**config.mk**
```make
export PLATFORM = sky130hd
export DESIGN_NAME = kdh_top
export DESIGN_NICKNAME = d
export VERILOG_FILES = /design/src/kdh_pkg.sv /design/src/kdh_top.sv
export SDC_FILE = /design/constraint.sdc
export NUM_CORES = 1
export LEC_CHECK = 0
export BUFFER_PORTS_ARGS = -buffer_cell sky130_fd_sc_hd__buf_4
export CORE_AREA = 2 2 155 157
export CTS_CLUSTER_SIZE = 10
export DETAILED_ROUTE_END_ITERATION = 6
export DIE_AREA = 0 0 157 159
export PLACE_DENSITY = 0.79
export SLEW_MARGIN = 10
export SYNTH_ARGS = -nofsm -noshare
export SYNTH_HDL_FRONTEND = slang
export SYNTH_SLANG_ARGS = --single-unit
```
**constraint.sdc**
```tcl
create_clock -name clk -period 3.4 [get_ports clk]
set_clock_uncertainty 0.1 [all_clocks]
set_input_delay 0.51 -clock clk [delete_from_list [all_inputs] [get_ports clk]]
set_output_delay 0.51 -clock clk [all_outputs]
set_load 0.005 [all_outputs]
```
**src/kdh_pkg.sv**
```systemverilog
// kdh_pkg: constants and carrier types for the keypad/display host command block.
// assumes a single 50 MHz clock domain and a synchronous active-low reset.
package kdh_pkg;
    // ==================================================================
    // command opcodes, bits 7:5 of a command byte
    localparam logic [2:0] OP_MODE = 3'h0;
    localparam logic [2:0] OP_CLOCK = 3'h1;
    localparam logic [2:0] OP_RD_QUEUE = 3'h2;
    localparam logic [2:0] OP_RD_DISP = 3'h3;
    localparam logic [2:0] OP_WR_DISP = 3'h4;
    localparam logic [2:0] OP_INHIBIT = 3'h5;
    localparam logic [2:0] OP_CLEAR = 3'h6;
    localparam logic [2:0] OP_END_INT = 3'h7;
    // ==================================================================
    // field positions inside a command byte
    localparam int AI_BIT = 4;
    localparam int ERR_MODE_BIT = 4;
    localparam int CLR_DISP_BIT = 2;
    localparam int CLR_QUEUE_BIT = 1;
    localparam int CLR_ALL_BIT = 0;
    localparam int MASK_A_BIT = 3;
    localparam int MASK_B_BIT = 2;
    localparam int BLANK_A_BIT = 1;
    localparam int BLANK_B_BIT = 0;
    // ==================================================================
    // values after reset and limits
    localparam logic [1:0] DISP_FMT_RST = 2'h1;
    localparam logic [2:0] KBD_MODE_RST = 3'h0;
    localparam logic [4:0] PRESCALE_RST = 5'h1F;
    localparam logic [4:0] PRESCALE_MIN = 5'h02;
    localparam logic [7:0] FILL_ZERO = 8'h00;
    localparam logic [7:0] FILL_SPACE = 8'h20;
    localparam logic [7:0] FILL_ONES = 8'hFF;
    localparam logic [4:0] CHARS_DECODED = 5'h04;
    localparam logic [4:0] CHARS_8 = 5'h08;
    localparam logic [4:0] CHARS_16 = 5'h10;
    // ==================================================================
    // keyboard mode groups, keyboard_mode_field bits 2:1
    localparam logic [1:0] KM_2KEY = 2'h0;
    localparam logic [1:0] KM_NKEY = 2'h1;
    localparam logic [1:0] KM_SENSOR = 2'h2;
    localparam logic [1:0] KM_STROBED = 2'h3;
    // ==================================================================
    // host bus pins as sampled on clk
    typedef struct packed {
        logic cs_n;
        logic rd_n;
        logic wr_n;
        logic cmd_sel;
        logic [7:0] data;
    } kdh_host_t;
    // status word layout
    typedef struct packed {
        logic disp_busy;
        logic sense_err;
        logic overrun;
        logic underrun;
        logic full;
        logic [2:0] count;
    } kdh_status_t;
endpackage : kdh_pkg

```
**src/kdh_top.sv**
```systemverilog
// kdh_top: host command decode, mode registers, display RAM and queue/sensor RAM.
// assumes host pins and scan-side inputs are synchronous to clk; scan timing,
// debounce and display refresh sequencing live outside and use the ports below.
//
// Summary of operation
// RL1: in keyboard or strobed modes the 8-entry RAM is a first-in first-out queue.
// RL2: queue status keeps count, full, empty; empty reads or full writes flag errors.
// RL3: keyboard and strobed modes raise irq_line while the queue is not empty.
// RL4: sensor mode loads rows from the matrix and raises irq_line on any change.
// RL5: host writes commands with command_select high; latched on write strobe rising edge.
// RL6: display_format_field picks 8/16 characters, left/right entry; 16 left after reset.
// RL7: keyboard_mode_field picks 2-key, N-key, sensor, strobed; low bit decoded scan.
// RL8: decoded scan limits the display to 4 characters regardless of format.
// RL9: program-clock loads prescale_divisor 2..31; reset gives 31; clears leave it.
// RL10: read-queue selects queue RAM for reads; sensor mode also loads row and step.
// RL11: read-display sets shared display address, auto step, and display read source.
// RL12: write-display sets address and auto step but keeps the read source.
// RL13: inhibit/blank command loads nibble write masks and blanks; all zero after reset.
// RL14: clear fill code picks zeros, 20 hex or ones; also sets the blank code.
// RL15: display clear lasts a full scan, refuses display writes, sets status bit 7.
// RL16: queue clear empties the queue, drops irq_line, returns sensor row to 0.
// RL17: clear-everything does display and queue clear and restarts timing.
// RL18: sensor change blocks sensor writes until end-interrupt, which drops irq_line.
// RL19: in N-key mode end-interrupt with error bit set enters special error mode.
// RL20: status read with command_select high returns queue, error and busy status.
// RL21: data reads use selected source; trailing edge advances; queue always advances.
// RL22: data writes go to display RAM and advance on write end when auto step set.
// RL23: key characters are control, shift, 3-bit row, 3-bit column from msb down.
// RL24: overrun on entry into full queue, underrun on empty read, both in status.
// RL25: with chip_select_n high all strobes are ignored and the bus is not driven.
//
// The register addresses and the strobed register port were chosen for this implementation.
`timescale 1ns/100ps
`default_nettype none
module kdh_top #(
    parameter int DEPTH = 8,
    parameter int DISP_WORDS = 16
) (
    // clock and reset
    input wire logic clk,
    input wire logic rstn,
    // host bus
    input wire kdh_pkg::kdh_host_t host,
    output logic [7:0] data_out,
    output logic data_oe_n,
    output logic irq_line,
    // scan side entries
    input wire logic key_strobe,
    input wire logic [2:0] key_row,
    input wire logic [2:0] key_col,
    input wire logic shift_in,
    input wire logic control_strobe_in,
    input wire logic strobe_entry,
    input wire logic [7:0] return_lines,
    input wire logic sensor_row_valid,
    input wire logic [2:0] sensor_row,
    input wire logic [7:0] sensor_data,
    input wire logic multi_key_err,
    // display refresh
    input wire logic [3:0] scan_addr,
    input wire logic disp_scan_end,
    output logic [3:0] disp_a_out,
    output logic [3:0] disp_b_out,
    // mode outputs to scan logic
    output logic [1:0] display_format_field,
    output logic [2:0] keyboard_mode_field,
    output logic [4:0] prescale_divisor,
    output logic decoded_scan,
    output logic [4:0] display_chars,
    output logic error_mode,
    output logic timing_restart
);
    localparam int AW = $clog2(DEPTH);
    localparam int DW = $clog2(DISP_WORDS);
    localparam logic [AW:0] FULL_COUNT = (AW + 1)'(DEPTH);

    // ==================================================================
    // host strobe edges
    logic rd_cyc_q, rd_cd_q, wr_cyc_q, wr_cd_q;
    logic [7:0] wr_data_q;
    logic sel_rd, sel_wr, rd_end, wr_end, cmd_go, dwr_go, drd_go;
    logic [2:0] op;

    assign sel_rd = ~host.cs_n & ~host.rd_n; // RL25
    assign sel_wr = ~host.cs_n & ~host.wr_n; // RL25
    assign rd_end = rd_cyc_q & ~sel_rd;
    assign wr_end = wr_cyc_q & ~sel_wr;
    assign cmd_go = wr_end & wr_cd_q; // RL5
    assign dwr_go = wr_end & ~wr_cd_q;
    assign drd_go = rd_end & ~rd_cd_q;
    assign op = wr_data_q[7:5];

    // data keeps following the bus while the strobe is low, so the last value wins
    always_ff @(posedge clk) begin
        if (!rstn) begin
            rd_cyc_q <= 1'b0;
            rd_cd_q <= 1'b0;
            wr_cyc_q <= 1'b0;
            wr_cd_q <= 1'b0;
            wr_data_q <= 8'h00;
        end else begin
            rd_cyc_q <= sel_rd;
            wr_cyc_q <= sel_wr;
            if (sel_rd) begin
                rd_cd_q <= host.cmd_sel;
            end
            if (sel_wr) begin
                wr_cd_q <= host.cmd_sel;
                wr_data_q <= host.data; // RL5
            end
        end
    end

    logic is_mode, is_clock, is_rdq, is_rdd, is_wrd, is_inh, is_clr, is_eoi;
    assign is_mode = cmd_go && op == kdh_pkg::OP_MODE;
    assign is_clock = cmd_go && op == kdh_pkg::OP_CLOCK;
    assign is_rdq = cmd_go && op == kdh_pkg::OP_RD_QUEUE;
    assign is_rdd = cmd_go && op == kdh_pkg::OP_RD_DISP;
    assign is_wrd = cmd_go && op == kdh_pkg::OP_WR_DISP;
    assign is_inh = cmd_go && op == kdh_pkg::OP_INHIBIT;
    assign is_clr = cmd_go && op == kdh_pkg::OP_CLEAR;
    assign is_eoi = cmd_go && op == kdh_pkg::OP_END_INT;

    logic clr_all, clr_disp, clr_queue;
    assign clr_all = is_clr & wr_data_q[kdh_pkg::CLR_ALL_BIT];
    assign clr_disp = is_clr & wr_data_q[kdh_pkg::CLR_DISP_BIT] | clr_all; // RL17
    assign clr_queue = is_clr & wr_data_q[kdh_pkg::CLR_QUEUE_BIT] | clr_all; // RL17

    // ==================================================================
    // mode registers
    logic [1:0] disp_fmt_q;
    logic [2:0] kbd_mode_q;
    logic [4:0] prescale_q;
    logic err_mode_q;
    logic sensor_mode, queue_mode;

    assign sensor_mode = kbd_mode_q[2:1] == kdh_pkg::KM_SENSOR; // RL7
    assign queue_mode = ~sensor_mode;

    always_ff @(posedge clk) begin
        if (!rstn) begin
            disp_fmt_q <= kdh_pkg::DISP_FMT_RST; // RL6
            kbd_mode_q <= kdh_pkg::KBD_MODE_RST; // RL7
            err_mode_q <= 1'b0;
        end else if (is_mode) begin
            disp_fmt_q <= wr_data_q[4:3]; // RL6
            kbd_mode_q <= wr_data_q[2:0]; // RL7
            err_mode_q <= 1'b0;
        end else if (is_eoi && kbd_mode_q[2:1] == kdh_pkg::KM_NKEY && wr_data_q[kdh_pkg::ERR_MODE_BIT]) begin
            err_mode_q <= 1'b1; // RL19
        end
    end

    // divisors below the floor are raised to it rather than dropped
    always_ff @(posedge clk) begin
        if (!rstn) begin
            prescale_q <= kdh_pkg::PRESCALE_RST; // RL9
        end else if (is_clock) begin
            prescale_q <= (wr_data_q[4:0] < kdh_pkg::PRESCALE_MIN) ? kdh_pkg::PRESCALE_MIN : wr_data_q[4:0]; // RL9
        end
    end

    // ==================================================================
    // display addressing, masks and clear
    logic src_disp_q, disp_ai_q, du_q;
    logic [DW-1:0] disp_addr_q, size_mask, addr_next;
    logic [1:0] mask_q, blank_q;
    logic [7:0] blank_code_q, fill_val;
    logic [7:0] disp_ram [DISP_WORDS];

    always_comb begin
        if (kbd_mode_q[0]) begin
            size_mask = DW'(kdh_pkg::CHARS_DECODED - 5'h01); // RL8
        end else if (disp_fmt_q[0]) begin
            size_mask = DW'(kdh_pkg::CHARS_16 - 5'h01); // RL6
        end else begin
            size_mask = DW'(kdh_pkg::CHARS_8 - 5'h01); // RL6
        end
    end
    assign addr_next = (disp_addr_q + DW'(1)) & size_mask;

    always_comb begin
        if (!wr_data_q[4]) begin
            fill_val = kdh_pkg::FILL_ZERO; // RL14
        end else if (!wr_data_q[3]) begin
            fill_val = kdh_pkg::FILL_SPACE; // RL14
        end else begin
            fill_val = kdh_pkg::FILL_ONES; // RL14
        end
    end

    always_ff @(posedge clk) begin
        if (!rstn) begin
            src_disp_q <= 1'b0;
            disp_ai_q <= 1'b0;
            disp_addr_q <= '0;
        end else if (is_rdd || is_wrd) begin
            src_disp_q <= is_rdd | src_disp_q; // RL11 RL12
            disp_ai_q <= wr_data_q[kdh_pkg::AI_BIT];
            disp_addr_q <= wr_data_q[DW-1:0]; // RL11
        end else begin
            if (is_rdq) begin
                src_disp_q <= 1'b0; // RL10
            end
            if ((dwr_go && !du_q || drd_go && src_disp_q) && disp_ai_q) begin
                disp_addr_q <= addr_next; // RL21 RL22
            end
        end
    end

    always_ff @(posedge clk) begin
        if (!rstn) begin
            mask_q <= 2'h0; // RL13
            blank_q <= 2'h0; // RL13
            blank_code_q <= kdh_pkg::FILL_ZERO;
        end else begin
            if (is_inh) begin
                mask_q <= {wr_data_q[kdh_pkg::MASK_A_BIT], wr_data_q[kdh_pkg::MASK_B_BIT]}; // RL13
                blank_q <= {wr_data_q[kdh_pkg::BLANK_A_BIT], wr_data_q[kdh_pkg::BLANK_B_BIT]}; // RL13
            end
            if (is_clr) begin
                blank_code_q <= fill_val; // RL14
            end
        end
    end

    // the fill is instant but the RAM stays locked until the scan ends
    always_ff @(posedge clk) begin
        if (!rstn) begin
            du_q <= 1'b0;
        end else if (clr_disp) begin
            du_q <= 1'b1; // RL15
        end else if (disp_scan_end) begin
            du_q <= 1'b0;
        end
    end

    always_ff @(posedge clk) begin
        if (clr_disp) begin
            for (int i = 0; i < DISP_WORDS; i++) begin
                disp_ram[i] <= fill_val; // RL14 RL17
            end
        end else if (dwr_go && !du_q) begin
            if (!mask_q[1]) begin
                disp_ram[disp_addr_q][7:4] <= wr_data_q[7:4]; // RL13 RL22
            end
            if (!mask_q[0]) begin
                disp_ram[disp_addr_q][3:0] <= wr_data_q[3:0]; // RL13 RL22
            end
        end
    end

    always_ff @(posedge clk) begin
        if (!rstn) begin
            disp_a_out <= 4'h0;
            disp_b_out <= 4'h0;
        end else begin
            disp_a_out <= blank_q[1] ? blank_code_q[7:4] : disp_ram[scan_addr[DW-1:0]][7:4]; // RL13
            disp_b_out <= blank_q[0] ? blank_code_q[3:0] : disp_ram[scan_addr[DW-1:0]][3:0]; // RL13
        end
    end

    // ==================================================================
    // queue / sensor RAM
    logic [7:0] q_ram [DEPTH];
    logic [AW-1:0] wr_ptr_q, rd_ptr_q, sens_row_q;
    logic [AW:0] count_q;
    logic sens_ai_q, ovr_q, unr_q, sim_err_q, sens_irq_q, sens_hold_q, irq_q;
    logic full, empty, push_req, pop_req, do_push, do_pop, sens_wr, sens_chg;

    assign full = count_q == FULL_COUNT; // RL2
    assign empty = count_q == '0; // RL2
    assign push_req = queue_mode & (~kbd_mode_q[2] & key_strobe & ~sim_err_q
        | kbd_mode_q[2:1] == kdh_pkg::KM_STROBED & strobe_entry);
    assign pop_req = drd_go & ~src_disp_q & queue_mode;
    assign do_pop = pop_req & ~empty & ~clr_queue; // RL21
    assign do_push = push_req & (~full | do_pop) & ~clr_queue; // RL1
    assign sens_wr = sensor_mode & sensor_row_valid & ~sens_hold_q; // RL18
    assign sens_chg = sens_wr && q_ram[sensor_row[AW-1:0]] != sensor_data; // RL4

    always_ff @(posedge clk) begin
        if (do_push) begin
            q_ram[wr_ptr_q] <= kbd_mode_q[2] ? return_lines
                : {control_strobe_in, shift_in, key_row, key_col}; // RL23
        end else if (sens_wr) begin
            q_ram[sensor_row[AW-1:0]] <= sensor_data; // RL4
        end
    end

    always_ff @(posedge clk) begin
        if (!rstn || clr_queue) begin
            wr_ptr_q <= '0; // RL16
            rd_ptr_q <= '0;
            count_q <= '0;
        end else begin
            if (do_push) begin
                wr_ptr_q <= wr_ptr_q + AW'(1); // RL1
            end
            if (do_pop) begin
                rd_ptr_q <= rd_ptr_q + AW'(1); // RL1
            end
            if (do_push && !do_pop) begin
                count_q <= count_q + (AW + 1)'(1); // RL2
            end else if (do_pop && !do_push) begin
                count_q <= count_q - (AW + 1)'(1); // RL2
            end
        end
    end

    always_ff @(posedge clk) begin
        if (!rstn) begin
            sens_row_q <= '0;
            sens_ai_q <= 1'b0;
        end else if (clr_queue) begin
            sens_row_q <= '0; // RL16
        end else if (is_rdq && sensor_mode) begin
            sens_row_q <= wr_data_q[AW-1:0]; // RL10
            sens_ai_q <= wr_data_q[kdh_pkg::AI_BIT]; // RL10
        end else if (drd_go && !src_disp_q && sensor_mode && sens_ai_q) begin
            sens_row_q <= sens_row_q + AW'(1); // RL10 RL21
        end
    end

    // a new event in the same cycle as its clear keeps the flag set
    always_ff @(posedge clk) begin
        if (!rstn) begin
            ovr_q <= 1'b0;
            unr_q <= 1'b0;
            sim_err_q <= 1'b0;
        end else begin
            ovr_q <= push_req & full & ~do_pop | ovr_q & ~clr_queue; // RL2 RL24
            unr_q <= pop_req & empty | unr_q & ~clr_queue; // RL2 RL24
            sim_err_q <= err_mode_q & multi_key_err | sim_err_q & ~clr_queue; // RL19
        end
    end

    always_ff @(posedge clk) begin
        if (!rstn) begin
            sens_irq_q <= 1'b0;
            sens_hold_q <= 1'b0;
        end else begin
            sens_irq_q <= sens_chg | sens_irq_q & ~(is_eoi | clr_queue | drd_go & ~src_disp_q & ~sens_ai_q); // RL4 RL18
            sens_hold_q <= sens_chg | sens_hold_q & ~(is_eoi | clr_queue); // RL18
        end
    end

    always_ff @(posedge clk) begin
        if (!rstn) begin
            irq_q <= 1'b0;
        end else if (sensor_mode) begin
            irq_q <= sens_irq_q; // RL4
        end else begin
            irq_q <= ~empty | sim_err_q; // RL3
        end
    end

    // ==================================================================
    // host read data and status
    kdh_pkg::kdh_status_t status;
    logic [7:0] rd_data_q;
    logic restart_q;

    assign status.disp_busy = du_q; // RL15
    assign status.sense_err = sensor_mode ? sens_irq_q : sim_err_q;
    assign status.overrun = ovr_q; // RL24
    assign status.underrun = unr_q; // RL24
    assign status.full = full;
    assign status.count = count_q[2:0];

    always_ff @(posedge clk) begin
        if (!rstn) begin
            rd_data_q <= 8'h00;
        end else if (host.cmd_sel) begin
            rd_data_q <= status; // RL20
        end else if (src_disp_q) begin
            rd_data_q <= disp_ram[disp_addr_q]; // RL21
        end else begin
            rd_data_q <= q_ram[sensor_mode ? sens_row_q : rd_ptr_q]; // RL21
        end
    end

    always_ff @(posedge clk) begin
        if (!rstn) begin
            restart_q <= 1'b0;
        end else begin
            restart_q <= clr_all; // RL17
        end
    end

    assign data_out = rd_data_q;
    assign data_oe_n = ~sel_rd; // RL25
    assign irq_line = irq_q;
    assign display_format_field = disp_fmt_q;
    assign keyboard_mode_field = kbd_mode_q;
    assign prescale_divisor = prescale_q;
    assign decoded_scan = kbd_mode_q[0];
    assign display_chars = kbd_mode_q[0] ? kdh_pkg::CHARS_DECODED
        : (disp_fmt_q[0] ? kdh_pkg::CHARS_16 : kdh_pkg::CHARS_8); // RL8
    assign error_mode = err_mode_q;
    assign timing_restart = restart_q;
endmodule : kdh_top
`default_nettype wire

```
==> summary.txt, run 1 <==
STA
  – Final Hold Vio Count: 0
  – Transition time of the tightest slew-check pin: 1.09 ns
  – Total negative slack for setup checks: 0 ns
  – Final count of pins violating max slew: 0
  – Final-report setup violation count: 0
  – Final Hold Slack: 0.106 ns
  – Setup repair after global routing missed its margin: false
  – Post-route fraction of the period consumed by the critical path: 0.847
  – Max Clock Freq: 0.347 GHz
  – Worst rel slew slack: 0.273
  – Minimum clock period: 2.88 ns

Placed design
  – Placed cell area: 15000 um2
  – GPL Wtd Cong: 0.882
  – Half-perimeter wire length after placement: 25200 um
  – Count of input and output buffers: 83

Routing
  – Wire length per cell: 24.3 um
  – Number of nets with antenna violations after routing: 0
  – Iteration-0 DRC count of the detailed router: 1214
  – DRC: 0
  – Total detailed-routing wirelength: 37400 um
  – TritonRoute pass-1 iters: 5
  – Via count normalized by instance count: 6.64
  – Vias after detailed routing: 10200

Finish
  – Net count of the finished layout: 1258
  – Number of filler instances in the final layout: 1622
  – Number of diodes: 0
  – Final instance area: 15900 um2
  – Share of final-layout standard cells stronger than drive strength 1: 0.211
  – Final core utilization: 0.685
  – Synth-to-Final Area Change: 13.2%

CTS
  – H-tree lvl count: 1
  – Post-CTS sizing: 0
  – Clock insertion delay at the later pin of the skew report: 0.56 ns
  – Number of CTS-inserted buffers: 31
  – Setup repair bufs after CTS: 0
  – Clock tree from TritonCTS: yes
  – Buffers from clock root to sink, at most: 3
  – Clock Sink Count: 269
  – Root buffer cell: sky130_fd_sc_hd__clkbuf_16
  – Clock-pin slew of the registers on the worst-case setup and hold paths: 0.05 ns
  – Number of buffers inserted for hold repair after clock tree synthesis: 0

Setup path
  – Worst EP arrival: 3.28 ns
  – Worst setup EP type: register
  – Crit path launch: keyboard_mode_field[2]
  – Launching element type of the critical path: register
  – Worst Path Max Fanout: 13
  – Type of the worst setup path: reg -> reg
  – Startpoint of the worst register-to-register path: keyboard_mode_field[2]
  – Crit path required time: 3.80 ns

Floorplanning
  – # IOs: 86
  – Die width: 157 um
  – Starting Density: 0.605
  – Die span in y: 159 um
  – Placeable core region: 23200 um2
  – Die area: 25000 um2
  – Placement row count: 56

GRT
  – Vias in the first global route: 10100
  – GRT Overall Usage: 0.301
  – Global-route wire length before repair: 57600 um
  – Overall overflow remaining after global route: 0
  – Maximum number of pins on one net before global-route repair: 42
  – Initial antenna violation count: 1

Logic synthesis
  – Mean post-synth cell area: 12.4 um2
  – Main flop type after synthesis: sky130_fd_sc_hd__edfxtp_1
  – Combined area of all synthesized cells: 14000 um2
  – Number of enable flip-flop cells after synthesis: 192
  – Number of synthesized register bits: 269
  – Number of warnings issued by yosys: 0
  – Gate Count Post-Synth: 1131
  – Post-synthesis async set-or-reset flop share: 0
  – Register area share after synthesis: 0.521
  – Number of distinct library cells after synthesis: 70

Worst hold path
  – Hold WC Path Type: in -> reg
  – Worst hold path startpoint: host[4]

Power and ir drop
  – Power density over cell area: 474 nW/um2
  – Largest vdd supply drop: 0.418 mV
  – Leakage: 5.90 nW

Status
  – Run status: finished, final reports clean

Job
  – MaxCap Viol Count: 0
==> sequential cells by signal (all words and copies together) (netlist names), 2 cells and up, named ones only <==
name,count
disp_ram,128
wr_data_q,8
blank_code_q,2
display_format_field,2
sens_row_q,3
count_q,4
data_out,8
rd_ptr_q,3
q_ram,64
disp_b_out,4
blank_q,2
keyboard_mode_field,3
prescale_divisor,5
disp_addr_q,4
disp_a_out,4
mask_q,2
wr_ptr_q,3
==> critical path, cell delays in order (launching register included) <==
cell and delay, ns:
sky130_fd_sc_hd__dfxtp_1 0.32, sky130_fd_sc_hd__buf_4 0.21, sky130_fd_sc_hd__nand2b_1 0.29, sky130_fd_sc_hd__mux2i_4 0.66, sky130_fd_sc_hd__buf_4 0.31, sky130_fd_sc_hd__mux2i_1 0.10
sky130_fd_sc_hd__a221o_1 0.34, sky130_fd_sc_hd__a21oi_1 0.29, sky130_fd_sc_hd__o31a_1 0.18
==> Yosys cell counts, drive strengths merged (13+ instances only) <==
library cell	instances	area (um2)
nand2b	23	144
buf	26	149
nor2	74	280
nand3	16	80.1
a21oi	66	330
mux4	78	1760
a22oi	32	240
inv	20	75.1
mux2	54	612
edfxtp	192	5770
clkbuf	63	236
o21ai	67	335
mux2i	95	963
nand2	112	420
dfxtp	77	1540
o21a	13	97.6
==> power breakdown <==
group / switching [mW] / internal [mW]
registers: 0.0827 / 3.61
clock network: 1.26 / 1.75
logic: 0.467 / 0.368
==> cell usage in the layout (no fill, tap or decap), types with 5 or more instances in the layout <==
master / count
sky130_fd_sc_hd__inv_1: 15
sky130_fd_sc_hd__a21o_1: 9
sky130_fd_sc_hd__nor2b_1: 9
sky130_fd_sc_hd__buf_4: 120
sky130_fd_sc_hd__mux2_1: 46
sky130_fd_sc_hd__a31oi_1: 5
sky130_fd_sc_hd__o21a_1: 13
sky130_fd_sc_hd__o311a_1: 6
sky130_fd_sc_hd__mux2_2: 7
sky130_fd_sc_hd__inv_2: 5
sky130_fd_sc_hd__a221o_1: 5
sky130_fd_sc_hd__o21ai_0: 8
sky130_fd_sc_hd__a21oi_1: 66
sky130_fd_sc_hd__nor3_1: 7
sky130_fd_sc_hd__clkbuf_16: 31
sky130_fd_sc_hd__edfxtp_1: 192
sky130_fd_sc_hd__nand2_1: 112
sky130_fd_sc_hd__dfxtp_1: 76
sky130_fd_sc_hd__ha_1: 10
sky130_fd_sc_hd__clkbuf_1: 19
sky130_fd_sc_hd__a22oi_1: 32
sky130_fd_sc_hd__nand3_1: 16
sky130_fd_sc_hd__mux4_2: 77
sky130_fd_sc_hd__o21ai_1: 58
sky130_fd_sc_hd__nand2b_1: 23
sky130_fd_sc_hd__mux2i_1: 94
sky130_fd_sc_hd__nor2_1: 72
sky130_fd_sc_hd__and3_1: 8
==> path summary, 6_finish.rpt <==
check / to / cells past startpoint / slack [ns]
hold reg to reg: rd_cd_q / 2 / 0.36
setup reg to reg: data_out[3] / 8 / 0.52
hold / removal: wr_data_q[4] / 3 / 0.11
setup / recovery: data_out[3] / 8 / 0.52
==> logic make-up after synthesis <==
family	share of synthesized area
AND/OR/NAND/NOR	0.0896
flip-flops	0.521
AO/OA/AOI/OAI	0.104
multiplexers	0.238
buffers and inverters	0.0328
adder cells (fa/ha/maj)	0.0103
XOR/XNOR	0.00499
other	0.000267
==> per-stage QoR <==
step / total power [mW] / worst slack (ns) / instances
2_1_floorplan: 4.27 / 0.325 / 1132
3_3_place_gp: 4.55 / 0.500 / 1483
3_5_place_dp: 4.58 / 0.448 / 1483
4_1_cts: 7.54 / 0.559 / 1537
5_1_grt: 7.75 / 0.426 / 1537
6_report: 7.53 / 0.521 / 1537
==> final cells by class <==
| cell class | count | area (um2) | share of cell area |
|---|---|---|---|
| flip-flops and latches | 269 | 7310 | 0.460 |
| repair buffers | 121 | 921 | 0.0580 |
| inverters | 20 | 75.1 | 0.00473 |
| multi-input cells | 754 | 6280 | 0.396 |
| clock buffers | 53 | 888 | 0.0559 |
| clock inverters | 1 | 8.76 | 0.000551 |
| well taps | 319 | 399 | 0.0251 |
==> layer usage <==
layer / vias up / part of all wire / GRT usage
met4: 2 / 0.037 / 0.112
li1: 4457 / - / -
met5: - / 0.00035 / 0
met3: 121 / 0.11 / 0.0523
met2: 671 / 0.48 / 0.485
met1: 4950 / 0.38 / 0.414
Note: power is estimated with default switching activity, not from simulation.
==> inputs of run 2 (changes only) <==
--- a/config.mk
+++ b/config.mk
@@ -6,11 +6,11 @@
 export NUM_CORES = 1
 export LEC_CHECK = 0
 export BUFFER_PORTS_ARGS = -buffer_cell sky130_fd_sc_hd__buf_4
-export CORE_AREA = 2 2 155 157
+export CORE_AREA = 2 2 163 165
 export CTS_CLUSTER_SIZE = 10
 export DETAILED_ROUTE_END_ITERATION = 6
-export DIE_AREA = 0 0 157 159
-export PLACE_DENSITY = 0.79
+export DIE_AREA = 0 0 165 167
+export PLACE_DENSITY = 0.76
 export SLEW_MARGIN = 10
 export SYNTH_ARGS = -nofsm -noshare
 export SYNTH_HDL_FRONTEND = slang
==> constraint.sdc (replaced) <==
create_clock -name clk -period 2.6 [get_ports clk]
set_clock_uncertainty 0.1 [all_clocks]
set_input_delay 0.39 -clock clk [delete_from_list [all_inputs] [get_ports clk]]
set_output_delay 0.39 -clock clk [all_outputs]
set_load 0.005 [all_outputs]
==> run 2 against run 1 <==
  * Cell count up 6.1%
  * Global-route usage down 1.9 points
  * Via count up 3.3%
  * Sequential cell count unchanged
  * Setup slack worse by 0.44 ns
==> summary.txt, run 2 (synthesis gave the netlist of run 1 again) <==
Power and ir drop
  – Relative contribution of sequential cells to total power: 0.479
  – Clock network power share: 0.394
  – Leakage: 6.31 nW
  – NetSw: 2.44 mW
  – Internal power: 7.61 mW
  – Power density over cell area: 604 nW/um2
  – Switching share of power: 0.243
  – Largest vdd supply drop: 0.571 mV
  – Part of the power in combinational logic: 0.127
  – Final Power: 10.0 mW

Finish
  – Net count of the finished layout: 1337
  – Number of filler instances in the final layout: 1873
  – Final instance area: 16600 um2
  – Largest regs: disp_ram x128, q_ram x64
  – Post-route non-filler standard cell count: 1631
  – Commonest non-fill, non-tap cells in the layout: sky130_fd_sc_hd__edfxtp_1 (192), sky130_fd_sc_hd__buf_4 (187), sky130_fd_sc_hd__nand2_1 (112)
  – Register name with the most flops: disp_ram
  – Synth-to-Final Area Change: 18.5%
  – Number of diodes: 0
  – Share of final-layout standard cells stronger than drive strength 1: 0.265
  – Most common cell after layout, fill and taps aside: sky130_fd_sc_hd__edfxtp_1
  – Number of flip-flops in the largest register: 128
  – Final core utilization: 0.646

Routing
  – TritonRoute pass-1 iters: 6
  – Vias after detailed routing: 10500
  – Total detailed-routing wirelength: 38600 um
  – Iteration-0 DRC count of the detailed router: 1269
  – Number of nets with antenna violations after routing: 0
  – Via count normalized by instance count: 6.46
  – Wire length per cell: 23.7 um
  – DRC: 0

STA
  – Post-route fraction of the period consumed by the critical path: 0.969
  – Transition time of the tightest slew-check pin: 1.16 ns
  – Minimum clock period: 2.52 ns
  – Final Hold Slack: 0.0220 ns
  – Setup slack of the critical path after layout: 0.0817 ns
  – Final-report setup violation count: 0
  – Final Hold Vio Count: 0
  – Max Clock Freq: 0.397 GHz
  – Final count of pins violating max slew: 0
  – Worst rel slew slack: 0.224
  – Total negative slack for setup checks: 0 ns

Job
  – MaxCap Viol Count: 0

GRT
  – Vias in the first global route: 10500
  – Initial antenna violation count: 0
  – Global-route wire length before repair: 59200 um
  – Overall overflow remaining after global route: 0
  – Maximum number of pins on one net before global-route repair: 42
  – GRT Overall Usage: 0.282

Setup path
  – Launching element type of the critical path: register
  – Worst EP arrival: 2.86 ns
  – Type of the worst setup path: reg -> reg
  – Crit path required time: 2.94 ns
  – Worst setup EP type: register
  – Register-to-register path setup slack: 0.08 ns
  – Worst Path Max Fanout: 6

CTS
  – Number of CTS-inserted buffers: 31
  – Root buffer cell: sky130_fd_sc_hd__clkbuf_16
  – Clock Sink Count: 269
  – Clock-pin slew of the registers on the worst-case setup and hold paths: 0.06 ns
  – Clock tree from TritonCTS: yes
  – Buffers from clock root to sink, at most: 3
  – H-tree lvl count: 1
  – Clock insertion delay at the later pin of the skew report: 0.57 ns

Floorplanning
  – # IOs: 86
  – Die span in y: 167 um
  – Die area: 27600 um2
  – Starting Density: 0.545
  – Die width: 165 um
  – Placement row count: 59
  – Placeable core region: 25800 um2

Placed design
  – Worst setup slack before clock tree synthesis: -0.0318 ns
  – Count of input and output buffers: 83
  – Placed cell area: 15600 um2
  – Inst Count DP: 1568
  – GPL Wtd Cong: 0.866
  – Half-perimeter wire length after placement: 26800 um

Worst hold path
  – Hold WC Path Type: in -> reg

Status
  – Run status: finished, final reports clean
==> run 2: changes by cell type in the layout (fill, tap and decap cells not counted), sizes merged <==
cell / before / now
buf: 121 / 191
dlygate4sd3: 0 / 9
clkbuf: 53 / 51
clkinv: 0 / 1
==> run 2: per-layer routing <==
metal  vias to the layer above  part of all wire  global-route usage  wire length, um
li1                       4612                 -                   -                -
met5                         -                 0                   0                0
met1                      5151              0.38               0.374            14700
met4                         0             0.045               0.114             1750
met2                       649              0.48               0.463            18500
met3                       123             0.094              0.0458             3640
==> run 2: timing repair <==
action                                  CTS  global route
buffers inserted                          0             1
resized for setup                         0            14
endpoints found under the setup margin    0            56
hold buffers                              9             0
endpoints found under the hold margin     9             0
==> run 2: power by group through the flow <==
stage               Sequential (mW)  Clock (mW)  Combinational (mW)
floorplan                      4.88           0               0.737
global placement               4.89           0                1.20
finish                         4.81        3.96                1.27
detailed placement             4.89           0                1.22
global route                   4.82        4.14                1.36
CTS                            4.81        3.99                1.24
==> run 2: path summary, 6_finish.rpt <==
path	start	to	depth (start not counted)
setup / recovery	keyboard_mode_field[1]	data_out[5]	7
hold / removal	rstn	prescale_divisor[0]	2
setup reg to reg	keyboard_mode_field[1]	data_out[5]	7
hold reg to reg	rd_cd_q	rd_cd_q	2
==> run 2: critical path, cell delays in order, from the launching register on <==
cell	delay, ns
sky130_fd_sc_hd__dfxtp_2	0.39
sky130_fd_sc_hd__nand2b_2	0.19
sky130_fd_sc_hd__buf_4	0.15
sky130_fd_sc_hd__mux2i_4	0.41
sky130_fd_sc_hd__mux4_2	0.37
sky130_fd_sc_hd__mux2i_1	0.34
sky130_fd_sc_hd__nor2_1	0.09
sky130_fd_sc_hd__o311a_1	0.34
==> run 2: final cells by class <==
cell class	instances	area, um2	share of cell area
clock buffer	51	882	0.0530
tap	335	419	0.0252
inverter	20	75.1	0.00451
sequential	269	7310	0.440
clock inverter	2	25.0	0.00150
timing repair buffer	200	1570	0.0946
multi-input combinational	754	6350	0.381
